### src/shared/mstm_defines.vh
// Constants for the motor status monitor
`ifndef MSTM_DEFINES_VH
`define MSTM_DEFINES_VH

// ----------------------------------------
// Widths and scaling
// ----------------------------------------
`define MSTM_CUR_W          16
`define MSTM_FAC_W          8
`define MSTM_FAC_SHIFT      14
`define MSTM_CNT_W          32
`define MSTM_TMR_W          24

// ----------------------------------------
// Timing
// ----------------------------------------
`define MSTM_CLK_KHZ        25000
`define MSTM_STOP_DELAY_MS  10
`define MSTM_START_WIN_MS   10
`define MSTM_TICK_MS        1
`define MSTM_STOP_DELAY_CYC (`MSTM_CLK_KHZ * `MSTM_STOP_DELAY_MS + 1)
`define MSTM_START_WIN_CYC  (`MSTM_CLK_KHZ * `MSTM_START_WIN_MS)
`define MSTM_TICK_CYC       (`MSTM_CLK_KHZ * `MSTM_TICK_MS)

// ----------------------------------------
// Start mode codes
// ----------------------------------------
`define MSTM_MODE_DIRECT    2'h0
`define MSTM_MODE_STAR_DELTA 2'h1
`define MSTM_MODE_SOFT      2'h2

// ----------------------------------------
// Status vector bit positions
// ----------------------------------------
`define MSTM_ST_STOPPED     0
`define MSTM_ST_STARTING    1
`define MSTM_ST_RUNNING     2
`define MSTM_ST_STALLED     3
`define MSTM_ST_MISS_PHASE  4
`define MSTM_ST_LOAD_NORMAL 5
`define MSTM_ST_OVERLOAD    6
`define MSTM_ST_HIGH_OC     7
`define MSTM_ST_W           8

`endif

### src/core/mstm_monitor.v
// Motor status monitor: classification, counters and time totals
`timescale 1ns/1ps
// Functional notes
// Stopped after current under no-load over 10 ms
// Above start detect from stopped means starting
// Start holds while under locked rotor limit; the code holds start while at or above max overload instead
// Under max overload ends start, running
// Load normal between no-load and scaled nominal
// Overloading above nominal, not above max overload
// Above max overload means stalled
// Under no-load from running means stopped again
// Missing phase: one phase lost while starting/running
// Count starts, successful starts and stops
// Accumulate running time and starting time
// Total stopped time and last stop time
// Shared motor data copies follow any edit
// Status outputs usable, optional change events
// User logic blocks overcurrent with start and-not high
// High overcurrent may drive relay directly
// Released stage needs start detect below pick-up
// Direct/star-delta start only if rise within 10 ms
// Evaluate once per measurement cycle, synchronously
`include "mstm_defines.vh"

module mstm_monitor #(
   parameter STOP_DELAY_CYC = `MSTM_STOP_DELAY_CYC,
   parameter START_WIN_CYC  = `MSTM_START_WIN_CYC,
   parameter TICK_CYC       = `MSTM_TICK_CYC
) (
   input  wire                        core_clk,
   input  wire                        reset,
   input  wire                        meas_valid,
   input  wire [`MSTM_CUR_W-1:0]      phase_a_cur,
   input  wire [`MSTM_CUR_W-1:0]      phase_b_cur,
   input  wire [`MSTM_CUR_W-1:0]      phase_c_cur,
   input  wire                        setting_load,
   input  wire [1:0]                  start_mode,
   input  wire [`MSTM_CUR_W-1:0]      no_load_cur,
   input  wire [`MSTM_CUR_W-1:0]      start_detect_cur,
   input  wire [`MSTM_CUR_W-1:0]      locked_rotor_cur,
   input  wire [`MSTM_CUR_W-1:0]      max_overload_cur,
   input  wire [`MSTM_CUR_W-1:0]      nominal_cur,
   input  wire [`MSTM_FAC_W-1:0]      service_factor,
   input  wire [`MSTM_FAC_W-1:0]      ambient_factor,
   input  wire [`MSTM_ST_W-1:0]       event_enable,
   input  wire [`MSTM_CNT_W-1:0]      time_now_ms,
   output reg                         motor_stopped,
   output reg                         motor_starting_flag,
   output reg                         motor_running,
   output reg                         motor_stalled,
   output reg                         missing_phase,
   output reg                         load_normal,
   output reg                         overloading,
   output reg                         high_overcurrent_flag,
   output reg  [`MSTM_ST_W-1:0]       status_event,
   output reg  [`MSTM_CNT_W-1:0]      start_count,
   output reg  [`MSTM_CNT_W-1:0]      good_start_count,
   output reg  [`MSTM_CNT_W-1:0]      stop_count,
   output reg  [`MSTM_CNT_W-1:0]      run_time_ms,
   output reg  [`MSTM_CNT_W-1:0]      start_time_ms,
   output reg  [`MSTM_CNT_W-1:0]      stop_time_ms,
   output reg  [`MSTM_CNT_W-1:0]      last_stop_ms
);

   // ----------------------------------------
   // States
   // ----------------------------------------
   localparam [1:0] ST_IDLE  = 2'h0;
   localparam [1:0] ST_STOP  = 2'h1;
   localparam [1:0] ST_START = 2'h2;
   localparam [1:0] ST_RUN   = 2'h3;

   localparam [`MSTM_TMR_W-1:0] STOP_LIM = STOP_DELAY_CYC[`MSTM_TMR_W-1:0];
   localparam [`MSTM_TMR_W-1:0] WIN_LIM  = START_WIN_CYC[`MSTM_TMR_W-1:0];
   localparam [`MSTM_TMR_W-1:0] TICK_LIM = TICK_CYC[`MSTM_TMR_W-1:0];

   // ----------------------------------------
   // Motor data copy
   // ----------------------------------------
   // Any function editing motor data pulses setting_load, so this copy follows
   reg [1:0]             mode_reg;
   reg [`MSTM_CUR_W-1:0] nl_reg;
   reg [`MSTM_CUR_W-1:0] sd_reg;
   reg [`MSTM_CUR_W-1:0] lr_reg;
   reg [`MSTM_CUR_W-1:0] mo_reg;
   reg [`MSTM_CUR_W-1:0] nom_reg;

   wire [2*`MSTM_CUR_W-1:0] nom_prod;
   assign nom_prod = nominal_cur * service_factor * ambient_factor;

   always @(posedge core_clk) begin
      if (reset) begin
         mode_reg <= `MSTM_MODE_DIRECT;
         nl_reg   <= {`MSTM_CUR_W{1'b0}};
         sd_reg   <= {`MSTM_CUR_W{1'b1}};
         lr_reg   <= {`MSTM_CUR_W{1'b1}};
         mo_reg   <= {`MSTM_CUR_W{1'b1}};
         nom_reg  <= {`MSTM_CUR_W{1'b1}};
      end else if (setting_load) begin
         mode_reg <= start_mode;
         nl_reg   <= no_load_cur;
         sd_reg   <= start_detect_cur;
         lr_reg   <= locked_rotor_cur;
         mo_reg   <= max_overload_cur;
         // Saturate rather than wrap when factors push past full scale
         if (|nom_prod[2*`MSTM_CUR_W-1:`MSTM_FAC_SHIFT+`MSTM_CUR_W])
            nom_reg <= {`MSTM_CUR_W{1'b1}};
         else
            nom_reg <= nom_prod[`MSTM_FAC_SHIFT+`MSTM_CUR_W-1:`MSTM_FAC_SHIFT];
      end
   end

   // ----------------------------------------
   // Current classification
   // ----------------------------------------
   reg [`MSTM_CUR_W-1:0] max_ab;
   reg [`MSTM_CUR_W-1:0] i_max;
   reg                   below_nl;
   reg                   phase_lost;

   always @* begin
      max_ab     = (phase_a_cur > phase_b_cur) ? phase_a_cur : phase_b_cur;
      i_max      = (max_ab > phase_c_cur) ? max_ab : phase_c_cur;
      below_nl   = (i_max < nl_reg);
      phase_lost = !below_nl && ((phase_a_cur < nl_reg) || (phase_b_cur < nl_reg)
                   || (phase_c_cur < nl_reg));
   end

   // ----------------------------------------
   // Timers
   // ----------------------------------------
   reg [1:0]              state_reg;
   reg [1:0]              state_next;
   reg [`MSTM_TMR_W-1:0]  low_cnt_reg;
   reg [`MSTM_TMR_W-1:0]  win_cnt_reg;
   reg                    win_act_reg;
   reg [`MSTM_TMR_W-1:0]  tick_cnt_reg;
   reg                    below_reg;
   wire                   low_done;
   wire                   win_open;
   wire                   ms_tick;

   assign low_done = (low_cnt_reg >= STOP_LIM);
   assign win_open = win_act_reg && (win_cnt_reg < WIN_LIM);
   assign ms_tick  = (tick_cnt_reg == TICK_LIM - 1'b1);

   always @(posedge core_clk) begin
      if (reset) begin
         below_reg    <= 1'b0;
         low_cnt_reg  <= {`MSTM_TMR_W{1'b0}};
         win_act_reg  <= 1'b0;
         win_cnt_reg  <= {`MSTM_TMR_W{1'b0}};
         tick_cnt_reg <= {`MSTM_TMR_W{1'b0}};
      end else begin
         tick_cnt_reg <= ms_tick ? {`MSTM_TMR_W{1'b0}} : tick_cnt_reg + 1'b1;
         if (meas_valid)
            below_reg <= below_nl;
         // Continuous time under no-load, measured in clocks between samples
         if (meas_valid && !below_nl)
            low_cnt_reg <= {`MSTM_TMR_W{1'b0}};
         else if ((below_reg || (meas_valid && below_nl)) && !low_done)
            low_cnt_reg <= low_cnt_reg + 1'b1;
         // Rise window opens on first sample above no-load while stopped
         if (state_reg != ST_STOP || (meas_valid && below_nl)) begin
            win_act_reg <= 1'b0;
            win_cnt_reg <= {`MSTM_TMR_W{1'b0}};
         end else if (meas_valid && !win_act_reg) begin
            win_act_reg <= 1'b1;
            win_cnt_reg <= {`MSTM_TMR_W{1'b0}};
         end else if (win_act_reg && win_open) begin
            win_cnt_reg <= win_cnt_reg + 1'b1;
         end
      end
   end

   // ----------------------------------------
   // State machine
   // ----------------------------------------
   reg start_evt;
   reg good_start_evt;
   reg stop_evt;
   reg rise_ok;

   always @* begin
      state_next     = state_reg;
      start_evt      = 1'b0;
      good_start_evt = 1'b0;
      stop_evt       = 1'b0;
      // Soft start has no rise-time demand
      rise_ok = (mode_reg == `MSTM_MODE_SOFT) || !win_act_reg || win_open;
      if (meas_valid) begin
         case (state_reg)
            ST_IDLE: begin
               if (below_nl && low_done)
                  state_next = ST_STOP;
               else if (!below_nl)
                  state_next = ST_RUN;
            end
            ST_STOP: begin
               if (!below_nl && i_max > sd_reg && rise_ok) begin
                  state_next = ST_START;
                  start_evt  = 1'b1;
               end else if (!below_nl && !rise_ok) begin
                  // Slow rise: motor carries current but no start is counted
                  state_next = ST_RUN;
               end
            end
            ST_START: begin
               if (below_nl && low_done) begin
                  state_next = ST_STOP;
                  stop_evt   = 1'b1;
               end else if (!below_nl && i_max < mo_reg) begin
                  state_next     = ST_RUN;
                  good_start_evt = 1'b1;
               end
            end
            ST_RUN: begin
               if (below_nl && low_done) begin
                  state_next = ST_STOP;
                  stop_evt   = 1'b1;
               end
            end
            default: state_next = ST_IDLE;
         endcase
      end
   end

   always @(posedge core_clk) begin
      if (reset)
         state_reg <= ST_IDLE;
      else
         state_reg <= state_next;
   end

   // ----------------------------------------
   // Status outputs
   // ----------------------------------------
   reg [`MSTM_ST_W-1:0] status_next;
   wire [`MSTM_ST_W-1:0] status_now;

   assign status_now = {high_overcurrent_flag, overloading, load_normal, missing_phase,
                        motor_stalled, motor_running, motor_starting_flag, motor_stopped};

   always @* begin
      status_next = status_now;
      if (meas_valid) begin
         status_next[`MSTM_ST_STOPPED]     = (state_next == ST_STOP);
         // Start holds while at or above max overload; beyond it the motor is stalled
         status_next[`MSTM_ST_STARTING]    = (state_next == ST_START);
         status_next[`MSTM_ST_RUNNING]     = (state_next == ST_RUN);
         status_next[`MSTM_ST_STALLED]     = (state_next == ST_RUN || state_next == ST_START)
                                             && (i_max > mo_reg);
         status_next[`MSTM_ST_MISS_PHASE]  = (state_next == ST_RUN || state_next == ST_START)
                                             && phase_lost;
         status_next[`MSTM_ST_LOAD_NORMAL] = (state_next == ST_RUN) && !below_nl
                                             && (i_max <= nom_reg);
         status_next[`MSTM_ST_OVERLOAD]    = (state_next == ST_RUN) && (i_max > nom_reg)
                                             && (i_max <= mo_reg);
         status_next[`MSTM_ST_HIGH_OC]     = (state_next != ST_STOP) && (i_max >= lr_reg);
      end
   end

   always @(posedge core_clk) begin
      if (reset) begin
         {high_overcurrent_flag, overloading, load_normal, missing_phase,
          motor_stalled, motor_running, motor_starting_flag, motor_stopped} <= {`MSTM_ST_W{1'b0}};
         status_event <= {`MSTM_ST_W{1'b0}};
      end else begin
         {high_overcurrent_flag, overloading, load_normal, missing_phase,
          motor_stalled, motor_running, motor_starting_flag, motor_stopped} <= status_next;
         status_event <= (status_next ^ status_now) & event_enable;
      end
   end

   // ----------------------------------------
   // Counters and time totals
   // ----------------------------------------
   // Totals wrap silently; at 1 ms per count that is about 49 days
   always @(posedge core_clk) begin
      if (reset) begin
         start_count      <= {`MSTM_CNT_W{1'b0}};
         good_start_count <= {`MSTM_CNT_W{1'b0}};
         stop_count       <= {`MSTM_CNT_W{1'b0}};
         run_time_ms      <= {`MSTM_CNT_W{1'b0}};
         start_time_ms    <= {`MSTM_CNT_W{1'b0}};
         stop_time_ms     <= {`MSTM_CNT_W{1'b0}};
         last_stop_ms     <= {`MSTM_CNT_W{1'b0}};
      end else begin
         if (start_evt)
            start_count <= start_count + 1'b1;
         if (good_start_evt)
            good_start_count <= good_start_count + 1'b1;
         if (stop_evt) begin
            stop_count   <= stop_count + 1'b1;
            last_stop_ms <= time_now_ms;
         end
         if (ms_tick && state_reg == ST_RUN)
            run_time_ms <= run_time_ms + 1'b1;
         if (ms_tick && state_reg == ST_START)
            start_time_ms <= start_time_ms + 1'b1;
         if (ms_tick && state_reg == ST_STOP)
            stop_time_ms <= stop_time_ms + 1'b1;
      end
   end

endmodule

### config.mk
export PLATFORM = sky130hd
export DESIGN_NAME = mstm_monitor
export DESIGN_NICKNAME = d
export VERILOG_FILES = /design/src/core/mstm_monitor.v
export VERILOG_INCLUDE_DIRS = /design/src /design/src/shared
export SDC_FILE = /design/constraint.sdc
export NUM_CORES = 2
export LEC_CHECK = 0
export ABC_AREA = 1
export BUFFER_PORTS_ARGS = -buffer_cell sky130_fd_sc_hd__clkbuf_2
export CAP_MARGIN = 20
export CORE_ASPECT_RATIO = 2
export CORE_MARGIN = 10
export CORE_UTILIZATION = 42
export DETAILED_ROUTE_END_ITERATION = 7
export GPL_TIMING_DRIVEN = 1
export PLACE_DENSITY = 0.6
export SYNTH_ARGS = -nofsm -noshare
export SYNTH_HDL_FRONTEND = slang
export SYNTH_SLANG_ARGS = --single-unit
export TNS_END_PERCENT = 100
### constraint.sdc
create_clock -name core_clk -period 11.4 [get_ports core_clk]
set_input_delay 0.57 -clock core_clk [delete_from_list [all_inputs] [get_ports core_clk]]
set_output_delay 0.57 -clock core_clk [all_outputs]
set_load 0.03 [all_outputs]
==> results_dict.tcl <==
set metrics [dict create \
    status "finished clean" \
    finalMaxSlewViolations 0 \
    final_period_minus_worst_setup_slack_ps 9130 \
    routabilityCongestion 0.992 \
    die_area_mm2 0.0875 \
    dominantRegCellSynth "sky130_fd_sc_hd__dfxtp_1" \
    vias 29800 \
    synth.lib_cells_used.distinct 60 \
    floorplan.initialDensity_pct 42.3 \
    timing.critical_path.fanout_max 16 \
    asyncSetResetFlopFracSynth_pct 0 \
    via_per_inst 5.12 \
    grt_first_pass_wirelength_um 164000 \
    layout_worst_path_cycle_share_pct 80.1 \
    rsz0062_at_grt "false" \
    slew-limit-headroom_pct 32.0 \
    timing.critical_path.slowest_stage_cell "sky130_fd_sc_hd__fa_1" \
    number_of_cells_traversed_by_the_worst_register_to_register_path 18 \
    die_width_um 214 \
    setup_violators_final 0 \
    overflow 0 \
    routed_wirelength_um 105000 \
    grt.total_usage_pct 23.3 \
    io_pins 430 \
    initial_antenna_violation_count 1 \
    cap_violations 0 \
    clk-insertion-delay-late_ps 590 \
    critical-path-top-delay-family "adder cells" \
    timing.critical_path.arrival_ps 9610 \
    area_growth_syn_to_fin_pct 14.2 \
    yosysSeqAreaShare_pct 25.1 \
    diodes 0 \
    ys_top_cells_by_area "sky130_fd_sc_hd__dfxtp_1 25%, sky130_fd_sc_hd__fa_1 14%, sky130_fd_sc_hd__nand2_1 11%" \
    clk_pin_slew_worst_paths_ps 70 \
    yosys_warnings 0 \
    timing.critical_path.required_ps 11880 \
    die-height_um 409 \
    max-clock-path-buffers 3 \
    cpMostUsedCell "sky130_fd_sc_hd__fa_1" \
    dp.final_hpwl_um 85800 \
    critical_path.n_buffers_inverters 8 \
    h-tree-depth 2 \
    tritoncts.num_buffers 41 \
    post_cts_resize_count 0 \
    final-seq-area_mm2 0.00797 \
    final_antenna_net_count 0 \
    placement_rows 142 \
    avgSynthCellArea_um2 7.17 \
    hold_violations 0 \
    synth_cells 4419 \
    clock-sinks 398 \
    pin_count_of_the_biggest_net_entering_global_routing 77 \
    synth.ff_latch_count 398 \
    wire_per_inst_um 18.0 \
    total_nets_final 5448 \
    clock_skew_ps 16.3 \
    setup-tns-final_ps 0 \
    timing.critical_path.slowest_cell_delay_ps 560 \
    cell_count_along_the_critical_path 41 \
    syn_nets 5084 \
    drc 0 \
    type_of_the_worst_min_delay_path "primary input to register" \
    floorplan.core_area_mm2 0.0750 \
    worst_setup_path_start_kind "primary input" \
    cts-hold-fix-buffers 0 \
    max_fclk_mhz 110 \
    dr.first_iter.drc_count 1569 \
    io_buffer_count 429 \
    fillCellCount 7740 \
    drive_above_1_share_pct 12.9 \
    netlist_area_mm2 0.0317 \
    post-synth-top-area-cell "sky130_fd_sc_hd__dfxtp_1" \
    yosysTopAreaCellShare_pct 25.1 \
    worst-setup-path-type "primary input to register" \
    cts_tree "done" \
    worstSetupEndpointType "register" \
    drt_pass1_iterations 6 \
    cts_root_buf "sky130_fd_sc_hd__clkbuf_16" \
    synth.most_common_cell "sky130_fd_sc_hd__nand2_1" \
    cts_setup_buffers 0 \
    whs_path_depth 3 \
    synth-edff-count 0 \
    ys_top_cells_by_count "901 x sky130_fd_sc_hd__nand2_1, 803 x sky130_fd_sc_hd__inv_1, 435 x sky130_fd_sc_hd__a21oi_1, 398 x sky130_fd_sc_hd__dfxtp_1, 385 x sky130_fd_sc_hd__nor2_1" \
    worst_slew_pin_slew_ps 1020 \
    grt_pass1_vias 30600 \
    area_used_by_multi_input_combinational_logic_mm2 0.0201 \
]
-- cell type report --
type / count / area share (%)
Timing Repair Buffer: 459 / 6.64
Sequential cell: 398 / 22.0
Clock inverter: 18 / 0.653
Multi-Input combinational cell: 3053 / 55.4
Clock buffer: 56 / 3.18
Tap cell: 1008 / 3.48
Inverter: 830 / 8.61
-- worst min-delay path: cells and delay by family --
family                 cells  cell delay [ps]
AOI/OAI and AO/OA          2              110
buffers and inverters      1               70
-- path summary, 6_finish.rpt --
| path | from | end | slack [ps] |
|---|---|---|---|
| max | service_factor[7] | nom_reg[3]$_SDFFE_PP1P_ | 2270 |
| min | max_overload_cur[7] | mo_reg[7]$_SDFFE_PP1P_ | 200 |
| max reg2reg | low_cnt_reg[1]$_SDFFE_PP0P_ | status_event[2]$_SDFF_PP0_ | 7790 |
| min reg2reg | win_cnt_reg[21]$_SDFFE_PP0P_ | win_cnt_reg[21]$_SDFFE_PP0P_ | 430 |
-- layer usage --
| metal | vias to the layer above | track usage [%] | wire (um) |
|---|---|---|---|
| met4 | 0 | 12.7 | 5860 |
| met5 | - | 0 | 0 |
| met1 | 14000 | 22.3 | 36800 |
| met2 | 799 | 45.6 | 56400 |
| met3 | 262 | 4.30 | 5530 |
| li1 | 14800 | - | - |
-- logic make-up after synthesis --
kind of cell / Yosys count / share of synthesized area [%]
adders and majority gates: 475 / 23.8
and+or+nand+nor: 1744 / 24.2
DFF: 398 / 25.1
buffers and inverters: 968 / 11.6
xor gates and xnor gates: 111 / 3.07
AOI/OAI and AO/OA: 723 / 12.2
-- through the flow --
step / util [%] / hold slack [ps] / setup slack [ps] / instances / cell area (um2)
floorplan: - / 408 / 2190 / 4419 / 31700
global route: 48.3 / 191 / 1560 / 5822 / 36200
CTS: 48.3 / 166 / 2310 / 5822 / 36200
detailed placement: 46.4 / 421 / 1700 / 5748 / 34800
global placement: 46.4 / 416 / 1860 / 5747 / 34800
finish: 48.3 / 201 / 2270 / 5822 / 36200
-- cells in the final DEF (no fill, tap or decap), types with 5 or more instances in the layout --
master,synthesis,routed
sky130_fd_sc_hd__o21ai_1,13,15
sky130_fd_sc_hd__or2_2,6,6
sky130_fd_sc_hd__clkbuf_2,1,427
sky130_fd_sc_hd__nor3_2,15,15
sky130_fd_sc_hd__nor4_1,43,43
sky130_fd_sc_hd__nand3_1,115,115
sky130_fd_sc_hd__bufinv_16,0,5
sky130_fd_sc_hd__nand3_2,7,7
sky130_fd_sc_hd__xor2_1,80,80
sky130_fd_sc_hd__nor3_1,128,128
sky130_fd_sc_hd__o21a_1,17,17
sky130_fd_sc_hd__clkbuf_8,0,8
sky130_fd_sc_hd__o21ai_0,187,185
sky130_fd_sc_hd__ha_1,260,260
sky130_fd_sc_hd__nand2_1,901,901
sky130_fd_sc_hd__nand4_1,68,68
sky130_fd_sc_hd__inv_1,803,802
sky130_fd_sc_hd__nor4_2,5,5
sky130_fd_sc_hd__nor2_4,9,9
sky130_fd_sc_hd__o221ai_1,6,6
sky130_fd_sc_hd__nand2_2,7,7
sky130_fd_sc_hd__nor2_2,11,11
sky130_fd_sc_hd__dfxtp_1,398,398
sky130_fd_sc_hd__buf_4,3,30
sky130_fd_sc_hd__inv_2,19,19
sky130_fd_sc_hd__fa_1,215,215
sky130_fd_sc_hd__a21oi_1,435,435
sky130_fd_sc_hd__clkbuf_16,0,41
sky130_fd_sc_hd__a31oi_1,18,18
sky130_fd_sc_hd__clkinv_1,8,8
sky130_fd_sc_hd__o31ai_1,5,5
sky130_fd_sc_hd__nor2_1,385,385
sky130_fd_sc_hd__a211oi_1,10,10
sky130_fd_sc_hd__nor3b_1,23,23
sky130_fd_sc_hd__clkinv_2,0,8
sky130_fd_sc_hd__clkbuf_1,106,8
sky130_fd_sc_hd__a21o_1,7,7
sky130_fd_sc_hd__xnor2_1,31,31
Power is not shown: default switching activity piles up to over one toggle a cycle in this logic, so the estimate is an artifact.
